### src/hw/ufc_params.svh
`ifndef UFC_PARAMS_SVH
`define UFC_PARAMS_SVH
`define UFC_OFS_DATA 3'h0
`define UFC_OFS_IEN 3'h1
`define UFC_OFS_IID 3'h2
`define UFC_OFS_LCR 3'h3
`define UFC_OFS_MCR 3'h4
`define UFC_OFS_LSR 3'h5
`define UFC_OFS_MSR 3'h6
`define UFC_OFS_SCR 3'h7
`define UFC_FC_EN 0
`define UFC_FC_RXCLR 1
`define UFC_FC_TXCLR 2
`define UFC_FC_DMA 3
`define UFC_LC_BANK 7
`define UFC_FIFO_DEPTH 16
`define UFC_IID_RESET 8'h01
`define UFC_LSR_RESET 8'h60
`endif

### src/hw/ufc_pkg.sv
package ufc_pkg;
   typedef logic [7:0] ufc_byte_t;
   typedef logic [4:0] ufc_cnt_t;
endpackage : ufc_pkg

### src/hw/ufc_fifo.sv
module ufc_fifo #(
   parameter int WIDTH = 8,
   parameter int DEPTH = 16
) (
   input wire logic ref_clk_i, // Clock
   input wire logic rst_n_i, // Sync reset
   input wire logic flush_i, // Empty the buffer
   input wire logic in_valid_i, // Write valid
   output logic in_ready_o, // Not full
   input wire logic [WIDTH-1:0] in_data_i, // Write data
   output logic out_valid_o, // Not empty
   input wire logic out_ready_i, // Read accept
   output logic [WIDTH-1:0] out_data_o, // Head word
   output logic [$clog2(DEPTH):0] count_o // Fill level
);
   localparam int AW = $clog2(DEPTH);
   logic [WIDTH-1:0] mem_q [DEPTH];
   logic [AW-1:0] wr_q;
   logic [AW-1:0] rd_q;
   logic [AW:0] cnt_q;
   logic push;
   logic pop;

   assign in_ready_o = cnt_q != DEPTH[AW:0];
   assign out_valid_o = cnt_q != '0;
   assign push = in_valid_i && in_ready_o;
   assign pop = out_valid_o && out_ready_i;
   assign out_data_o = mem_q[rd_q];
   assign count_o = cnt_q;

   always_ff @(posedge ref_clk_i)
   begin
      if (push)
      begin
         mem_q[wr_q] <= in_data_i;
      end
   end

   always_ff @(posedge ref_clk_i)
   begin
      if (!rst_n_i || flush_i)
      begin
         wr_q <= '0;
         rd_q <= '0;
         cnt_q <= '0;
      end
      else
      begin
         if (push)
         begin
            wr_q <= wr_q + 1'b1;
         end
         if (pop)
         begin
            rd_q <= rd_q + 1'b1;
         end
         cnt_q <= cnt_q + {{AW{1'b0}}, push} - {{AW{1'b0}}, pop};
      end
   end
endmodule : ufc_fifo

### src/hw/ufc_regs.sv
`include "ufc_params.svh"
module ufc_regs
   import ufc_pkg::*;
(
   input wire logic ref_clk_i, // 25 MHz clock
   input wire logic rst_n_i, // Master reset, active low
   input wire logic [2:0] addr_i, // Register address
   input wire logic cs_i, // Chip select
   input wire logic wr_i, // Write strobe, one cycle
   input wire logic rd_i, // Read strobe, one cycle
   input wire logic [7:0] wdata_i, // Write data
   output logic [7:0] rdata_o, // Read data, registered
   input wire logic rx_valid_i, // Received byte from shifter
   input wire logic [7:0] rx_data_i, // Received byte, bit 0 first on line
   output logic rx_ready_o, // Receive path can take a byte
   output logic tx_valid_o, // Byte ready for the shifter
   output logic [7:0] tx_data_o, // Byte to send, bit 0 first
   input wire logic tx_ready_i, // Shifter takes the byte
   input wire logic timeout_i, // Character time-out seen
   input wire logic rx_error_i, // Error held in receive data
   output logic rx_irq_o, // Received data available
   output logic receive_dma_request_o, // Receive DMA request
   output logic transmit_dma_request_o, // Transmit DMA request
   output logic [15:0] divisor_o, // Baud divisor
   output logic [7:0] line_control_o, // Line control
   output logic [7:0] modem_control_o // Modem control
);
   ufc_byte_t fc_q;
   ufc_byte_t ien_q;
   ufc_byte_t lc_q;
   ufc_byte_t mc_q;
   ufc_byte_t scr_q;
   ufc_byte_t dll_q;
   ufc_byte_t dlm_q;
   logic wr_fc;
   logic en_new;
   logic flush_rx;
   logic flush_tx;
   logic bank;
   logic fifo_on;
   ufc_cnt_t rx_cnt;
   ufc_cnt_t tx_cnt;
   ufc_cnt_t trig;
   ufc_byte_t rx_head;
   logic rx_nonempty;
   logic tx_full;
   logic rx_pop;
   logic tx_push;
   ufc_byte_t iid;
   ufc_byte_t line_status;
   ufc_byte_t rd_d;

   function automatic ufc_cnt_t trig_level(input logic [1:0] sel);
      unique case (sel)
         2'b00: trig_level = 5'd1;
         2'b01: trig_level = 5'd4;
         2'b10: trig_level = 5'd8;
         2'b11: trig_level = 5'd14;
      endcase
   endfunction : trig_level

   assign bank = lc_q[`UFC_LC_BANK];
   assign wr_fc = cs_i && wr_i && addr_i == `UFC_OFS_IID;
   assign en_new = wdata_i[`UFC_FC_EN];
   assign fifo_on = fc_q[`UFC_FC_EN];
   assign flush_rx = wr_fc && ((en_new != fifo_on) || (en_new && wdata_i[`UFC_FC_RXCLR]));
   assign flush_tx = wr_fc && ((en_new != fifo_on) || (en_new && wdata_i[`UFC_FC_TXCLR]));
   assign trig = fifo_on ? trig_level(fc_q[7:6]) : 5'd1;
   assign rx_pop = cs_i && rd_i && addr_i == `UFC_OFS_DATA && !bank;
   assign tx_push = cs_i && wr_i && addr_i == `UFC_OFS_DATA && !bank;

   assign rx_ready_o = fifo_on ? (rx_cnt != 5'd16) : (rx_cnt == 5'd0);
   assign tx_full = fifo_on ? (tx_cnt == 5'd16) : (tx_cnt != 5'd0);

   ufc_fifo #(.WIDTH(8), .DEPTH(`UFC_FIFO_DEPTH)) u_rx (
      .ref_clk_i(ref_clk_i),
      .rst_n_i(rst_n_i),
      .flush_i(flush_rx),
      .in_valid_i(rx_valid_i && rx_ready_o),
      .in_ready_o(),
      .in_data_i(rx_data_i),
      .out_valid_o(rx_nonempty),
      .out_ready_i(rx_pop),
      .out_data_o(rx_head),
      .count_o(rx_cnt)
   );

   ufc_fifo #(.WIDTH(8), .DEPTH(`UFC_FIFO_DEPTH)) u_tx (
      .ref_clk_i(ref_clk_i),
      .rst_n_i(rst_n_i),
      .flush_i(flush_tx),
      .in_valid_i(tx_push && !tx_full),
      .in_ready_o(),
      .in_data_i(wdata_i),
      .out_valid_o(tx_valid_o),
      .out_ready_i(tx_ready_i),
      .out_data_o(tx_data_o),
      .count_o(tx_cnt)
   );

   always_ff @(posedge ref_clk_i)
   begin
      if (!rst_n_i)
      begin
         fc_q <= 8'h00;
      end
      else if (wr_fc)
      begin
         if (en_new)
         begin
            fc_q <= {wdata_i[7:6], 2'b00, wdata_i[3], 3'b001};
         end
         else
         begin
            fc_q[`UFC_FC_EN] <= 1'b0;
         end
      end
   end

   always_ff @(posedge ref_clk_i)
   begin
      if (!rst_n_i)
      begin
         ien_q <= 8'h00;
         lc_q <= 8'h00;
         mc_q <= 8'h00;
      end
      else if (cs_i && wr_i)
      begin
         if (addr_i == `UFC_OFS_IEN && !bank)
         begin
            ien_q <= {4'h0, wdata_i[3:0]};
         end
         if (addr_i == `UFC_OFS_LCR)
         begin
            lc_q <= wdata_i;
         end
         if (addr_i == `UFC_OFS_MCR)
         begin
            mc_q <= {2'b00, wdata_i[5:0]};
         end
      end
   end

   // Divisor and scratch are untouched by master reset
   always_ff @(posedge ref_clk_i)
   begin
      if (cs_i && wr_i)
      begin
         if (addr_i == `UFC_OFS_DATA && bank)
         begin
            dll_q <= wdata_i;
         end
         if (addr_i == `UFC_OFS_IEN && bank)
         begin
            dlm_q <= wdata_i;
         end
         if (addr_i == `UFC_OFS_SCR)
         begin
            scr_q <= wdata_i;
         end
      end
   end

   assign rx_irq_o = fifo_on ? (ien_q[0] && rx_cnt >= trig) : (ien_q[0] && rx_nonempty);

   // Only receive-data and time-out ids; other sources live elsewhere
   always_comb
   begin
      iid = `UFC_IID_RESET;
      // time-out id only in FIFO mode
      if (fifo_on && ien_q[0] && timeout_i && rx_nonempty)
      begin
         iid[3:0] = 4'hc;
      end
      else if (rx_irq_o)
      begin
         iid[3:0] = 4'h4;
      end
      iid[7:6] = {2{fifo_on}};
   end

   always_comb
   begin
      line_status = `UFC_LSR_RESET;
      line_status[0] = rx_nonempty;
      line_status[5] = !tx_valid_o;
      line_status[6] = !tx_valid_o && tx_ready_i;
      // error flag masked in character mode
      line_status[7] = fifo_on && rx_error_i;
   end

   always_comb
   begin
      rd_d = 8'h00;
      unique case (addr_i)
         `UFC_OFS_DATA: rd_d = bank ? dll_q : rx_head;
         `UFC_OFS_IEN: rd_d = bank ? dlm_q : ien_q;
         `UFC_OFS_IID: rd_d = iid;
         `UFC_OFS_LCR: rd_d = lc_q;
         `UFC_OFS_MCR: rd_d = mc_q;
         `UFC_OFS_LSR: rd_d = line_status;
         `UFC_OFS_MSR: rd_d = 8'h00;
         `UFC_OFS_SCR: rd_d = scr_q;
      endcase
   end

   always_ff @(posedge ref_clk_i)
   begin
      if (!rst_n_i)
      begin
         rdata_o <= 8'h00;
      end
      else if (cs_i && rd_i)
      begin
         rdata_o <= rd_d;
      end
   end

   // DMA mode 0 single byte, mode 1 by trigger and full
   assign receive_dma_request_o = (fifo_on && fc_q[`UFC_FC_DMA]) ? (rx_cnt >= trig)
                                                                  : rx_nonempty;
   assign transmit_dma_request_o = (fifo_on && fc_q[`UFC_FC_DMA]) ? !tx_full : !tx_valid_o;
   assign divisor_o = {dlm_q, dll_q};
   assign line_control_o = lc_q;
   assign modem_control_o = mc_q;

   property p_flush_on_change;
      @(posedge ref_clk_i) disable iff (!rst_n_i)
      (wr_fc && en_new != fifo_on) |=> (rx_cnt == 5'd0 && tx_cnt == 5'd0);
   endproperty
   a_flush_on_change: assert property (p_flush_on_change) else $error("enable change kept data");

   property p_rx_clear;
      @(posedge ref_clk_i) disable iff (!rst_n_i)
      (wr_fc && en_new && wdata_i[1]) |=> rx_cnt == 5'd0;
   endproperty
   a_rx_clear: assert property (p_rx_clear) else $error("rx flush failed");

   property p_tx_clear;
      @(posedge ref_clk_i) disable iff (!rst_n_i)
      (wr_fc && en_new && wdata_i[2]) |=> tx_cnt == 5'd0;
   endproperty
   a_tx_clear: assert property (p_tx_clear) else $error("tx flush failed");

   property p_ignore_off;
      @(posedge ref_clk_i) disable iff (!rst_n_i)
      (wr_fc && !en_new) |=> fc_q[3] == $past(fc_q[3]) && fc_q[7:6] == $past(fc_q[7:6]);
   endproperty
   a_ignore_off: assert property (p_ignore_off) else $error("bits programmed with enable clear");

   property p_selfclear;
      @(posedge ref_clk_i) disable iff (!rst_n_i)
      wr_fc |=> fc_q[2:1] == 2'b00 && fc_q[5:4] == 2'b00;
   endproperty
   a_selfclear: assert property (p_selfclear) else $error("clear bits stuck");

   property p_trig;
      @(posedge ref_clk_i) disable iff (!rst_n_i)
      (fifo_on && ien_q[0]) |-> rx_irq_o == (rx_cnt >= trig_level(fc_q[7:6]));
   endproperty
   a_trig: assert property (p_trig) else $error("rx irq not at trigger");

   property p_iid_mode;
      @(posedge ref_clk_i) disable iff (!rst_n_i)
      (cs_i && rd_i && addr_i == `UFC_OFS_IID) |=> rdata_o[7:6] == {2{$past(fifo_on)}};
   endproperty
   a_iid_mode: assert property (p_iid_mode) else $error("fifo mode bits wrong");

   property p_char_mode;
      @(posedge ref_clk_i) disable iff (!rst_n_i)
      !fifo_on |-> !iid[3] && !line_status[7] && rx_cnt <= 5'd1 && tx_cnt <= 5'd1;
   endproperty
   a_char_mode: assert property (p_char_mode) else $error("char mode broken");

   // Mode 1 paces the host by fill level, not by single bytes
   property p_tx_dma_mode1;
      @(posedge ref_clk_i) disable iff (!rst_n_i)
      (fifo_on && fc_q[`UFC_FC_DMA]) |-> transmit_dma_request_o == (tx_cnt != 5'd16);
   endproperty
   a_tx_dma_mode1: assert property (p_tx_dma_mode1) else $error("tx dma mode 1 wrong");

   property p_rx_dma_mode0;
      @(posedge ref_clk_i) disable iff (!rst_n_i)
      !(fifo_on && fc_q[`UFC_FC_DMA]) |-> receive_dma_request_o == (rx_cnt != 5'd0);
   endproperty
   a_rx_dma_mode0: assert property (p_rx_dma_mode0) else $error("rx dma mode 0 wrong");

   // Divisor reads must not pop the receive buffer
   property p_bank_read;
      @(posedge ref_clk_i) disable iff (!rst_n_i)
      (cs_i && rd_i && addr_i == `UFC_OFS_DATA && bank && !rx_valid_i)
      |=> rx_cnt == $past(rx_cnt);
   endproperty
   a_bank_read: assert property (p_bank_read) else $error("divisor read popped data");

   property p_iid_char;
      @(posedge ref_clk_i) disable iff (!rst_n_i)
      (cs_i && rd_i && addr_i == `UFC_OFS_IID && !fifo_on) |=> rdata_o[3] == 1'b0;
   endproperty
   a_iid_char: assert property (p_iid_char) else $error("time-out id in char mode");

   c_dma1: cover property (@(posedge ref_clk_i) disable iff (!rst_n_i)
      fc_q[`UFC_FC_DMA] && fifo_on && !transmit_dma_request_o);
   c_timeout: cover property (@(posedge ref_clk_i) disable iff (!rst_n_i) iid[3:0] == 4'hc);
   c_flush: cover property (@(posedge ref_clk_i) disable iff (!rst_n_i) flush_rx && rx_cnt > 5'd2);
   c_trig14: cover property (@(posedge ref_clk_i) disable iff (!rst_n_i)
      rx_irq_o && fc_q[7:6] == 2'b11);
   c_full: cover property (@(posedge ref_clk_i) disable iff (!rst_n_i) tx_full && fifo_on);
endmodule : ufc_regs

### config.mk
export PLATFORM = sky130hd
export DESIGN_NAME = ufc_regs
export DESIGN_NICKNAME = d
export VERILOG_FILES = /design/src/hw/ufc_pkg.sv /design/src/hw/ufc_fifo.sv /design/src/hw/ufc_regs.sv
export VERILOG_INCLUDE_DIRS = /design/src /design/src/hw
export SDC_FILE = /design/constraint.sdc
export NUM_CORES = 1
export LEC_CHECK = 0
export BUFFER_PORTS_ARGS = -buffer_cell sky130_fd_sc_hd__buf_4
export CORE_ASPECT_RATIO = 2
export CORE_MARGIN = 2
export CORE_UTILIZATION = 60
export DETAILED_ROUTE_END_ITERATION = 12
export PLACE_DENSITY = 0.89
export SYNTH_ARGS = -nofsm -noshare
export SYNTH_HDL_FRONTEND = slang
export SYNTH_SLANG_ARGS = --single-unit
### constraint.sdc
create_clock -name ref_clk_i -period 3.3 [get_ports ref_clk_i]
set_input_delay 0.33 -clock ref_clk_i [delete_from_list [all_inputs] [get_ports ref_clk_i]]
set_output_delay 0.33 -clock ref_clk_i [all_outputs]
set_load 0.005 [all_outputs]
Word level (Yosys, flattened, before mapping):

Memories as Yosys holds them, arrays and structs flattened. A register that Yosys moved wholly into a read port is not among the register bits.
Cells that the tools add are included.

* flip-flop bits (word level): 80
* bits in writable memories: 256
* word-level logic and storage cells: 109
* memories: 2

* add/subtract/negate cells: 8
* $lt $le $gt $ge: 1
* equality and inequality tests: 14
* mux-type cells: 21
* reduce and logical (&&, ||, !) cells: 48

Memories
* u_rx.mem_q: depth 16, bits a word 8, read ports 1, clocked after memory_dff 1, wr ports 1, RTL line ufc_fifo.sv:17 `logic [WIDTH-1:0] mem_q [DEPTH];`
* u_tx.mem_q: depth 16, bits a word 8, read ports 1, clocked after memory_dff 1, wr ports 1, RTL line ufc_fifo.sv:17

Operator list (count)
* $pmux W8 S8: 1
* $logic_and A1 B1 Y1: 28
* $mux W4: 5
* $pmux W5 S4: 1
* $add A4 B1 Y4 const B: 4
* $mux W8: 2
* $reduce_and A2 Y1: 7
* $eq A3 B3 Y1 const B: 4
* $add A5 B1 Y5: 2
* $mux W1: 10
* $ne A5 B5 Y1 const B: 2
* $reduce_bool A5 Y1: 2
* $sub A5 B1 Y5: 2
* $eq A3 B2 Y1 const B: 2
* $eq A5 B5 Y1 const B: 1
* $ge A5 B5 Y1: 1
* $logic_not A5 Y1: 1
* $mux W5: 1
* $eq A2 B2 Y1 const B: 2
* $logic_not A1 Y1: 4
* $logic_or A1 B1 Y1: 4
* $eq A3 B1 Y1 const B: 1
* $logic_not A3 Y1: 1
* $mux W3: 1
* other kinds (3): 3

Depth between registers and ports, before layout:

Gate-level depths: netlist (run 1).

* word-level depth: 9
* mapped depth: 16
* gate-level depth less buffers: 14

Modules after synthesis:

Synthesis (run 1) repeated with hierarchy kept, for this count alone.

* cell total of the unflattened synthesis: 883
* area total of the unflattened synthesis: 14350.0 µm²

By module, submodules not included
* ufc_fifo (u_rx): times used 1, cells each 310, area an instance 5818.1 µm², seq. area each 4184.0 µm²
* ufc_fifo (u_tx): times used 1, cells each 310, area an instance 5816.8 µm², seq. area each 4184.0 µm²
* ufc_regs: times used 1, cells each 263, area an instance 2715.1 µm², seq. area each 1321.3 µm²

Worst setup path after synthesis (run 1):

OpenSTA, ideal clock, no wires.

* path kind: register to register
* start: register u_tx.cnt_q[3], in the netlist u_tx.count_o[3]
* end: register u_tx.cnt_q[4], in the netlist u_tx.count_o[4]
* arrival time: 2938 ps
* path slack: 292 ps
* cell stages (with the launch flop): 17
* path buffers: 2
* cells stage by stage: dfxtp_1 -> inv_1 -> ha_1 -> or4b_2 -> clkbuf_1 -> and2_1 -> clkbuf_1 -> ha_1 -> inv_1 -> ha_1 -> inv_1 -> fa_1 -> inv_1 -> a21oi_1 -> nor2_1 -> or3_1 -> a21oi_1

RTL lines
* start, declared: RTL line ufc_fifo.sv:20 `logic [AW:0] cnt_q;`
* start signal, assigned: RTL line ufc_fifo.sv:57 `cnt_q <= cnt_q + {{AW{1'b0}}, push} - {{AW{1'b0}}, pop};`
* $reduce_bool A5 Y1: RTL line ufc_fifo.sv:25 `assign out_valid_o = cnt_q != '0;`
* net tx_valid_o: RTL line ufc_regs.sv:16 `output logic tx_valid_o,`
* $logic_and A1 B1 Y1: RTL line ufc_fifo.sv:27 `assign pop = out_valid_o && out_ready_i;`
* net u_tx.pop: RTL line ufc_fifo.sv:22 `logic pop;`
* $sub A5 B1 Y5: RTL line ufc_fifo.sv:57

The timed path passes the listed nets, and every way through them passes these cells.
A chain may end at the register's enable or synchronous reset.

Final worst setup path (run 1):

* start: register u_tx.cnt_q[2], in the netlist u_tx.count_o[2]
* end: register u_tx.cnt_q[4], in the netlist u_tx.count_o[4]

* cells in the longest elaborated chain, start to end: 7

Ends and longest elaborated chain
* $eq A5 B5 Y1 / $reduce_bool A5 Y1 (equally long branches): RTL line ufc_regs.sv:73, ufc_fifo.sv:25
* $mux W1: RTL line ufc_regs.sv:73 `assign tx_full = fifo_on ? (tx_cnt == 5'd16) : (tx_cnt != 5'd0);`
* $logic_not A1 Y1: RTL line ufc_regs.sv:92 `.in_valid_i(tx_push && !tx_full),`
* $logic_and A1 B1 Y1: RTL line ufc_regs.sv:92
* $logic_and A1 B1 Y1: RTL line ufc_fifo.sv:26 `assign push = in_valid_i && in_ready_o;`
* $add A5 B1 Y5: RTL line ufc_fifo.sv:57
* $sub A5 B1 Y5 *: RTL line ufc_fifo.sv:57

Every way passes the cells marked *; elsewhere a longest branch is shown, timed or not.

==> results.toml, run 1 <==
[global_route]
antenna_found_initial = 0
grt_overflow = 0
grtUsageTotal_pct = 27.61
grt_pass1_vias = 8324
grt_pass1_wl_um = 49920
grt_max_degree = 36

[route]
drt_iter0_drc = 818
dr_total_vias = 7859
drtAntennaViolNets = 0
wl_per_cell_um = 26.97
drc_errors = 0
vias_per_cell = 6.323
totalWireLength_um = 33530
drtPass1Iterations = 5

[flow_run]
max-cap-violations = 0

[yosys]
synthSimpleGateAreaFrac_pct = 6.409
ys_ff_latch = 344
synth_area_mm2 = 0.01406
synth_top_family_by_area = "multiplexers"
synth_edf_count = 280
synthAdderAreaFrac_pct = 2.599
yosysTopAreaCell = "edfxtp_1"
async_flop_share_pct = 0
netlist.area_leader.share_pct = 59.81
synth_ff_type = "edfxtp_1"
synthCells = 835
synth_xor_area_share_pct = 1.121
synth_area_leaders = "edfxtp_1 60%, mux4_2 11%, dfxtp_1 9.1%"
yosysWarnings = 0
synth_cell_types = 56
synth_mux_area_share_pct = 15.29
synth_compound_area_share_pct = 3.507
yosysSeqAreaShare_pct = 68.93
synth_area_per_cell_um2 = 16.84

[sta]
rsz0062_at_grt = "no"
max_freq_mhz = 323.1
fin_crit_ns = 3.095
setup_tns_ns = 0
relSlewSlack_pct = 29.39
setup_violations = 0
skew_ns = 0.008532
worstMarginPinSlew_ns = 1.051
hold_violations = 0
period_share_pct = 93.79
drv_slew = 0

[worst_setup_path]
cp_cell_sequence = "inv_1 -> ha_1 -> or4b_2 -> and2_1 -> ha_1 -> inv_1 -> ha_1 -> inv_1 -> fa_1 -> inv_1 -> a21oi_1 -> nor2_1 -> or3_1 -> a21oi_1"
crit_type = "flip-flop to flip-flop"
arrival_ns = 3.59
cp.buffers_inverters = 4
cpLargestDelayFamily = "simple AND/OR/NAND/NOR gates"
crit_path_top_delay_cell = "or4b_2"
cp_slowest_stage_delay_ns = 0.61
critPathLaunchType = "flip-flop"
cp_max_fo = 5
worstSetupEndpointType = "flip-flop"
crit_top_cell = "inv_1"
critPathRequiredTime_ns = 3.79

[pwr]
p_int_mw = 7.737
p_switching_mw = 2.619
p_leak_nw = 5.380
p_per_area_mw_per_mm2 = 645.0
clkPwrFrac_pct = 33.0
p_sw_share_pct = 25.29
seq_power_share_pct = 47.9
power.share.combinational_pct = 19.0
vdd_drop_max_mv = 0.7877

[finish]
drive_above_1_share_pct = 25.62
antennaDiodeCount = 0
utilization_pct = 69.41
syn2layout_area_growth_pct = 14.21
fin_nets = 995

[place]
hpwl_um = 23310
io_buffers = 78
place_congestion = 0.9644

[die]
core_mm2 = 0.02313
die_h_um = 220.5
start_util_pct = 60.78
ioPinCount = 81
fp.dieW_um = 112.2
rows = 79
dieArea_mm2 = 0.02474

[clocking]
cts_hold_buf = 0
cts_buffers = 27
h-tree-depth = 1
insertion_delay_ns = 0.56
clk_pin_slew_worst_paths_ns = 0.07
cts_tree = "built"
cts_sinks = 344
max-clock-path-buffers = 3
cts_root_buf = "clkbuf_16"

[outcome]
status = "complete, no violations"

[worst_hold_path]
min_path_type = "input pin to flip-flop"
[cell families (layout without fill, tap and decap cells)]
family                   count (synthesis)  after routing
AO/OA/AOI/OAI                           77             77
XOR/XNOR                                18             18
adder cells (fa/ha/maj)                 28             28
buffers and inverters                   69            193
flip-flops                             344            344
multiplexers                           117            117
other                                    1              2
AND/OR/NAND/NOR                        181            181
[Yosys cell counts, types with 2 or more instances]
cell,number
nand3_1,13
buf_4,2
o211ai_1,3
o221ai_1,4
nand3b_1,3
fa_1,2
o21ai_1,2
a211oi_1,3
or3_1,4
mux2_2,7
a21boi_0,3
nor3_1,14
mux2i_1,34
nor2_1,66
a31oi_1,4
nand2b_1,6
xnor2_1,6
inv_1,25
clkbuf_1,19
nand4_1,4
xor2_1,12
or3b_2,2
nor2b_1,25
o22ai_1,2
dfxtp_1,64
o21a_1,2
a21oi_1,19
buf_2,13
o21ai_0,21
a21o_1,3
edfxtp_1,280
ha_1,26
mux4_2,71
mux4_1,5
and2_1,4
a22oi_1,3
a211oi_2,2
nand2_1,30
nor3b_1,3
buf_6,2
buf_1,7
[what timing repair did]
action / in CTS / in global routing
endpoints found under the setup margin: 0 / 1
endpoints found under the hold margin: 0 / 0
setup buffers: 0 / 0
gates resized for setup: 0 / 1
[registers in the layout (all words and copies together) (netlist names), 6 cells and up, named ones only]
register / count
dll_q: 8
modem_control_o: 6
line_control_o: 8
u_tx.mem_q: 128
rdata_o: 8
u_rx.mem_q: 128
scr_q: 8
dlm_q: 8
[stage by stage]
step | total power [mW] | worst slack [ns] | instances | instance area, µm² | hold WS, ns
detailed placement | 7.018 | 0.2389 | 1193 | 15130 | 0.4723
CTS | 10.40 | 0.2179 | 1243 | 16050 | 0.05221
floorplan | 6.304 | 0.2917 | 836 | 14060 | 0.4289
global placement | 6.936 | 0.3521 | 1193 | 15130 | 0.4525
global route | 10.72 | 0.02655 | 1243 | 16060 | 0.07715
finish | 10.36 | 0.2049 | 1243 | 16060 | 0.07326
[worst paths after layout]
path / start / to / slack [ns] / cells past startpoint
hold / removal: rx_data_i[4] / u_rx.mem_q[2][4] / 0.07 / 1
setup / recovery: u_tx.count_o[2] / u_tx.count_o[4] / 0.20 / 14
setup reg to reg: u_tx.count_o[2] / u_tx.count_o[4] / 0.20 / 14
hold reg to reg: fc_q[3] / fc_q[3] / 0.48 / 2
[power by group through the flow]
stage	sequential, mW	clock (mW)	combinational (mW)
6_report	4.96	3.42	1.97
5_1_grt	4.98	3.59	2.15
4_1_cts	4.96	3.45	1.98
3_5_place_dp	5.05	0	1.97
3_3_place_gp	5.04	0	1.89
2_1_floorplan	5.02	0	1.28
[worst register-to-register path, stage by stage (launching register included)]
cell and delay (ns):
dfxtp_1 0.32, inv_1 0.08, ha_1 0.16, or4b_2 0.61
and2_1 0.26, ha_1 0.31, inv_1 0.04, ha_1 0.19
inv_1 0.09, fa_1 0.21, inv_1 0.05, a21oi_1 0.15
nor2_1 0.08, or3_1 0.34, a21oi_1 0.13
[layout by cell type, fill, tap and decap left out, drive strengths merged, types with 12 or more instances in the layout]
master  count
nand2      30
o21ai      23
dfxtp      64
inv        27
nor2b      25
edfxtp    280
buf       117
ha         26
nor2       66
mux4       76
nand3      13
xor2       12
a21oi      19
mux2i      34
nor3       15
clkbuf     37
[final cells by class]
cell class / instances / area (µm²)
clock inverters: 13 / 198.9
fillers: 1449 / 7074
clock buffers: 37 / 723.2
flip-flops and latches: 344 / 9691
inverters: 26 / 97.59
well taps: 283 / 354.1
repair buffers: 117 / 915.9
multi-input cells: 423 / 4075
[layer usage]
metal	part of all wire (%)	GRT usage, %	vias to the layer above	routed length (µm)
met4	6.9	16.71	0	2312
met5	0	0	-	0
met3	6.6	4.985	118	2206
met1	30	26.73	3940	10160
met2	56	53.21	364	18840
li1	-	-	3437	-
No activity file was read; power rests on OpenSTA's default activity.
==> run 2, diff against run 1 <==
--- a/config.mk
+++ b/config.mk
@@ -9,9 +9,10 @@
 export BUFFER_PORTS_ARGS = -buffer_cell sky130_fd_sc_hd__buf_4
 export CORE_ASPECT_RATIO = 2
 export CORE_MARGIN = 2
-export CORE_UTILIZATION = 60
+export CORE_UTILIZATION = 30
 export DETAILED_ROUTE_END_ITERATION = 12
-export PLACE_DENSITY = 0.89
+export GPL_TIMING_DRIVEN = 0
+export PLACE_DENSITY = 0.55
 export SYNTH_ARGS = -nofsm -noshare
 export SYNTH_HDL_FRONTEND = slang
 export SYNTH_SLANG_ARGS = --single-unit
==> results.toml, run 2 (synthesis gave the netlist of run 1 again) <==
[worst_setup_path]
critPathRequiredTime_ns = 3.48
setup.worst_path.start = "u_rx.count_o[2]"
cp_max_fo = 9
cp_cell_sequence = "inv_1 -> ha_1 -> or3b_2 -> a211oi_2 -> nand2_1 -> nor2_1"
worstSetupEndpointType = "flip-flop"
cp_slowest_stage_delay_ns = 0.97
r2r_setup_slack_ns = -0.09
cpLargestDelayFamily = "simple AND/OR/NAND/NOR gates"
cp.buffers_inverters = 1
r2r.worst_path.cells = 6
rr_endpoint = "u_rx.mem_q[8][3]"
r2r-start = "u_rx.count_o[2]"
critPathLaunchType = "flip-flop"
crit_path_top_delay_cell = "nor2_1"
arrival_ns = 3.57
crit_type = "flip-flop to flip-flop"

[die]
ioPinCount = 81
core_mm2 = 0.04652
rows = 112
dieArea_mm2 = 0.04871
fp.dieW_um = 157.1
die_h_um = 310.1
start_util_pct = 30.21

[finish]
final_common_cell = "edfxtp_1"
mostFrequentLayoutCells = "280 x edfxtp_1, 81 x buf_4, 71 x mux4_2, 64 x dfxtp_1, 57 x nor2_1"
drive_above_1_share_pct = 25.64
instances_no_fill = 1598
syn2layout_area_growth_pct = 17.56
top_regs = "u_rx.mem_q x128, u_tx.mem_q x128"
fin_nets = 1003
fill_cells = 4522
final-seq-area_mm2 = 0.009689
antennaDiodeCount = 0
multi_input_area_mm2 = 0.004151
utilization_pct = 35.52

[clocking]
cts_hold_buf = 0
cts_root_buf = "clkbuf_16"
h-tree-depth = 1
postCtsSetupRepairBufs = 0
max-clock-path-buffers = 3
insertion_delay_ns = 0.59
cts_tree = "built"
cts_sinks = 344
clk_pin_slew_worst_paths_ns = 0.07
cts_buffers = 31

[sta]
fin_crit_ns = 3.390
setup_violations = 16
max_freq_mhz = 295.0
layout_setup_ws_ns = -0.08999
hold_ws_ns = 0.04144
rsz0062_at_grt = "yes"
hold_violations = 0
drv_slew = 0
relSlewSlack_pct = 16.32
setup_tns_ns = -1.116
worstMarginPinSlew_ns = 1.246
period_share_pct = 102.7
skew_ns = 0.02333

[global_route]
grtUsageTotal_pct = 15.26
grt_pass1_vias = 8042
grt-busiest-layer = "met2"
antenna_found_initial = 2
grt_pass1_wl_um = 53180
grt_max_degree = 24
grt_use_met3_pct = 2.758
grt_use_met1_pct = 14.85
grt_overflow = 0
use_met2_pct = 31.08

[route]
totalWireLength_um = 37050
drtPass1Iterations = 4
drtAntennaViolNets = 0
drc_errors = 0
dr_total_vias = 7596
drt_iter0_drc = 336
vias_per_cell = 4.753
wl_per_cell_um = 23.19

[pwr]
vdd_drop_max_mv = 0.4203
p_sw_share_pct = 26.62
p_per_area_mw_per_mm2 = 638.1
seq_power_share_pct = 47.2
p_int_mw = 7.738
p_leak_nw = 5.383
clkPwrFrac_pct = 34.0
p_switching_mw = 2.807
power.share.combinational_pct = 18.8

[place]
place_congestion = 0.8612
io_buffers = 77
hpwl_um = 26900
placedCellCount = 1544

[worst_hold_path]
worstHoldPathCells = 1
hold_start = "rx_data_i[1]"
min_path_type = "input pin to flip-flop"
holdPathEnd = "u_rx.mem_q[10][1]"

[outcome]
failed_checks = "setup timing"
status = "finished, violations left"

[flow_run]
max-cap-violations = 0
-- run 2: worst max path at each step --
stage,endpoint,cells after the start
2_1_floorplan,u_tx.count_o[4],16
6_report,u_rx.mem_q[8][3],6
5_1_grt,u_rx.mem_q[4][7],6
3_3_place_gp,u_rx.mem_q[3][1],6
4_1_cts,u_rx.mem_q[12][3],6
3_5_place_dp,u_tx.mem_q[1][6],8
-- run 2: metrics by stage --
stage	area (µm²)	total power [mW]	setup WS, ns
finish	16530	10.54	-0.08999
detailed placement	15490	7.112	-0.3480
global placement	15420	7.031	-0.5453
CTS	16510	10.69	-0.2484
global route	16530	10.99	-0.2245
floorplan	14060	6.304	0.2917
-- run 2: area by class of cell --
type	instances	share of cell area, %
flip-flops and latches	344	58.63
multi-input cells	423	25.12
clock buffers	34	4.762
well taps	627	4.747
repair buffers	81	3.770
clock inverters	23	1.196
plain buffers	40	1.181
inverters	26	0.5906
-- run 2: what timing repair did --
item                       in CTS  in global routing
pin swaps                       0                  0
cloned                          0                  0
setup endpoints to repair     140                 38
resized for setup              16                  3
-- run 2: metal layers --
metal  up-vias  part of all wire, %
li1       3464                    -
met4         4                  3.3
met3        62                  4.6
met1      3894                   33
met5         -                0.073
met2       172                   59
-- run 2: power by group through the flow --
| stage | logic, mW | registers [mW] | clock network, mW |
|---|---|---|---|
| after global placement | 1.98 | 5.05 | 0 |
| after floorplan | 1.28 | 5.02 | 0 |
| final | 1.99 | 4.98 | 3.58 |
| after CTS | 2.05 | 4.98 | 3.65 |
| after global routing | 2.19 | 4.99 | 3.81 |
| after detailed placement | 2.06 | 5.06 | 0 |
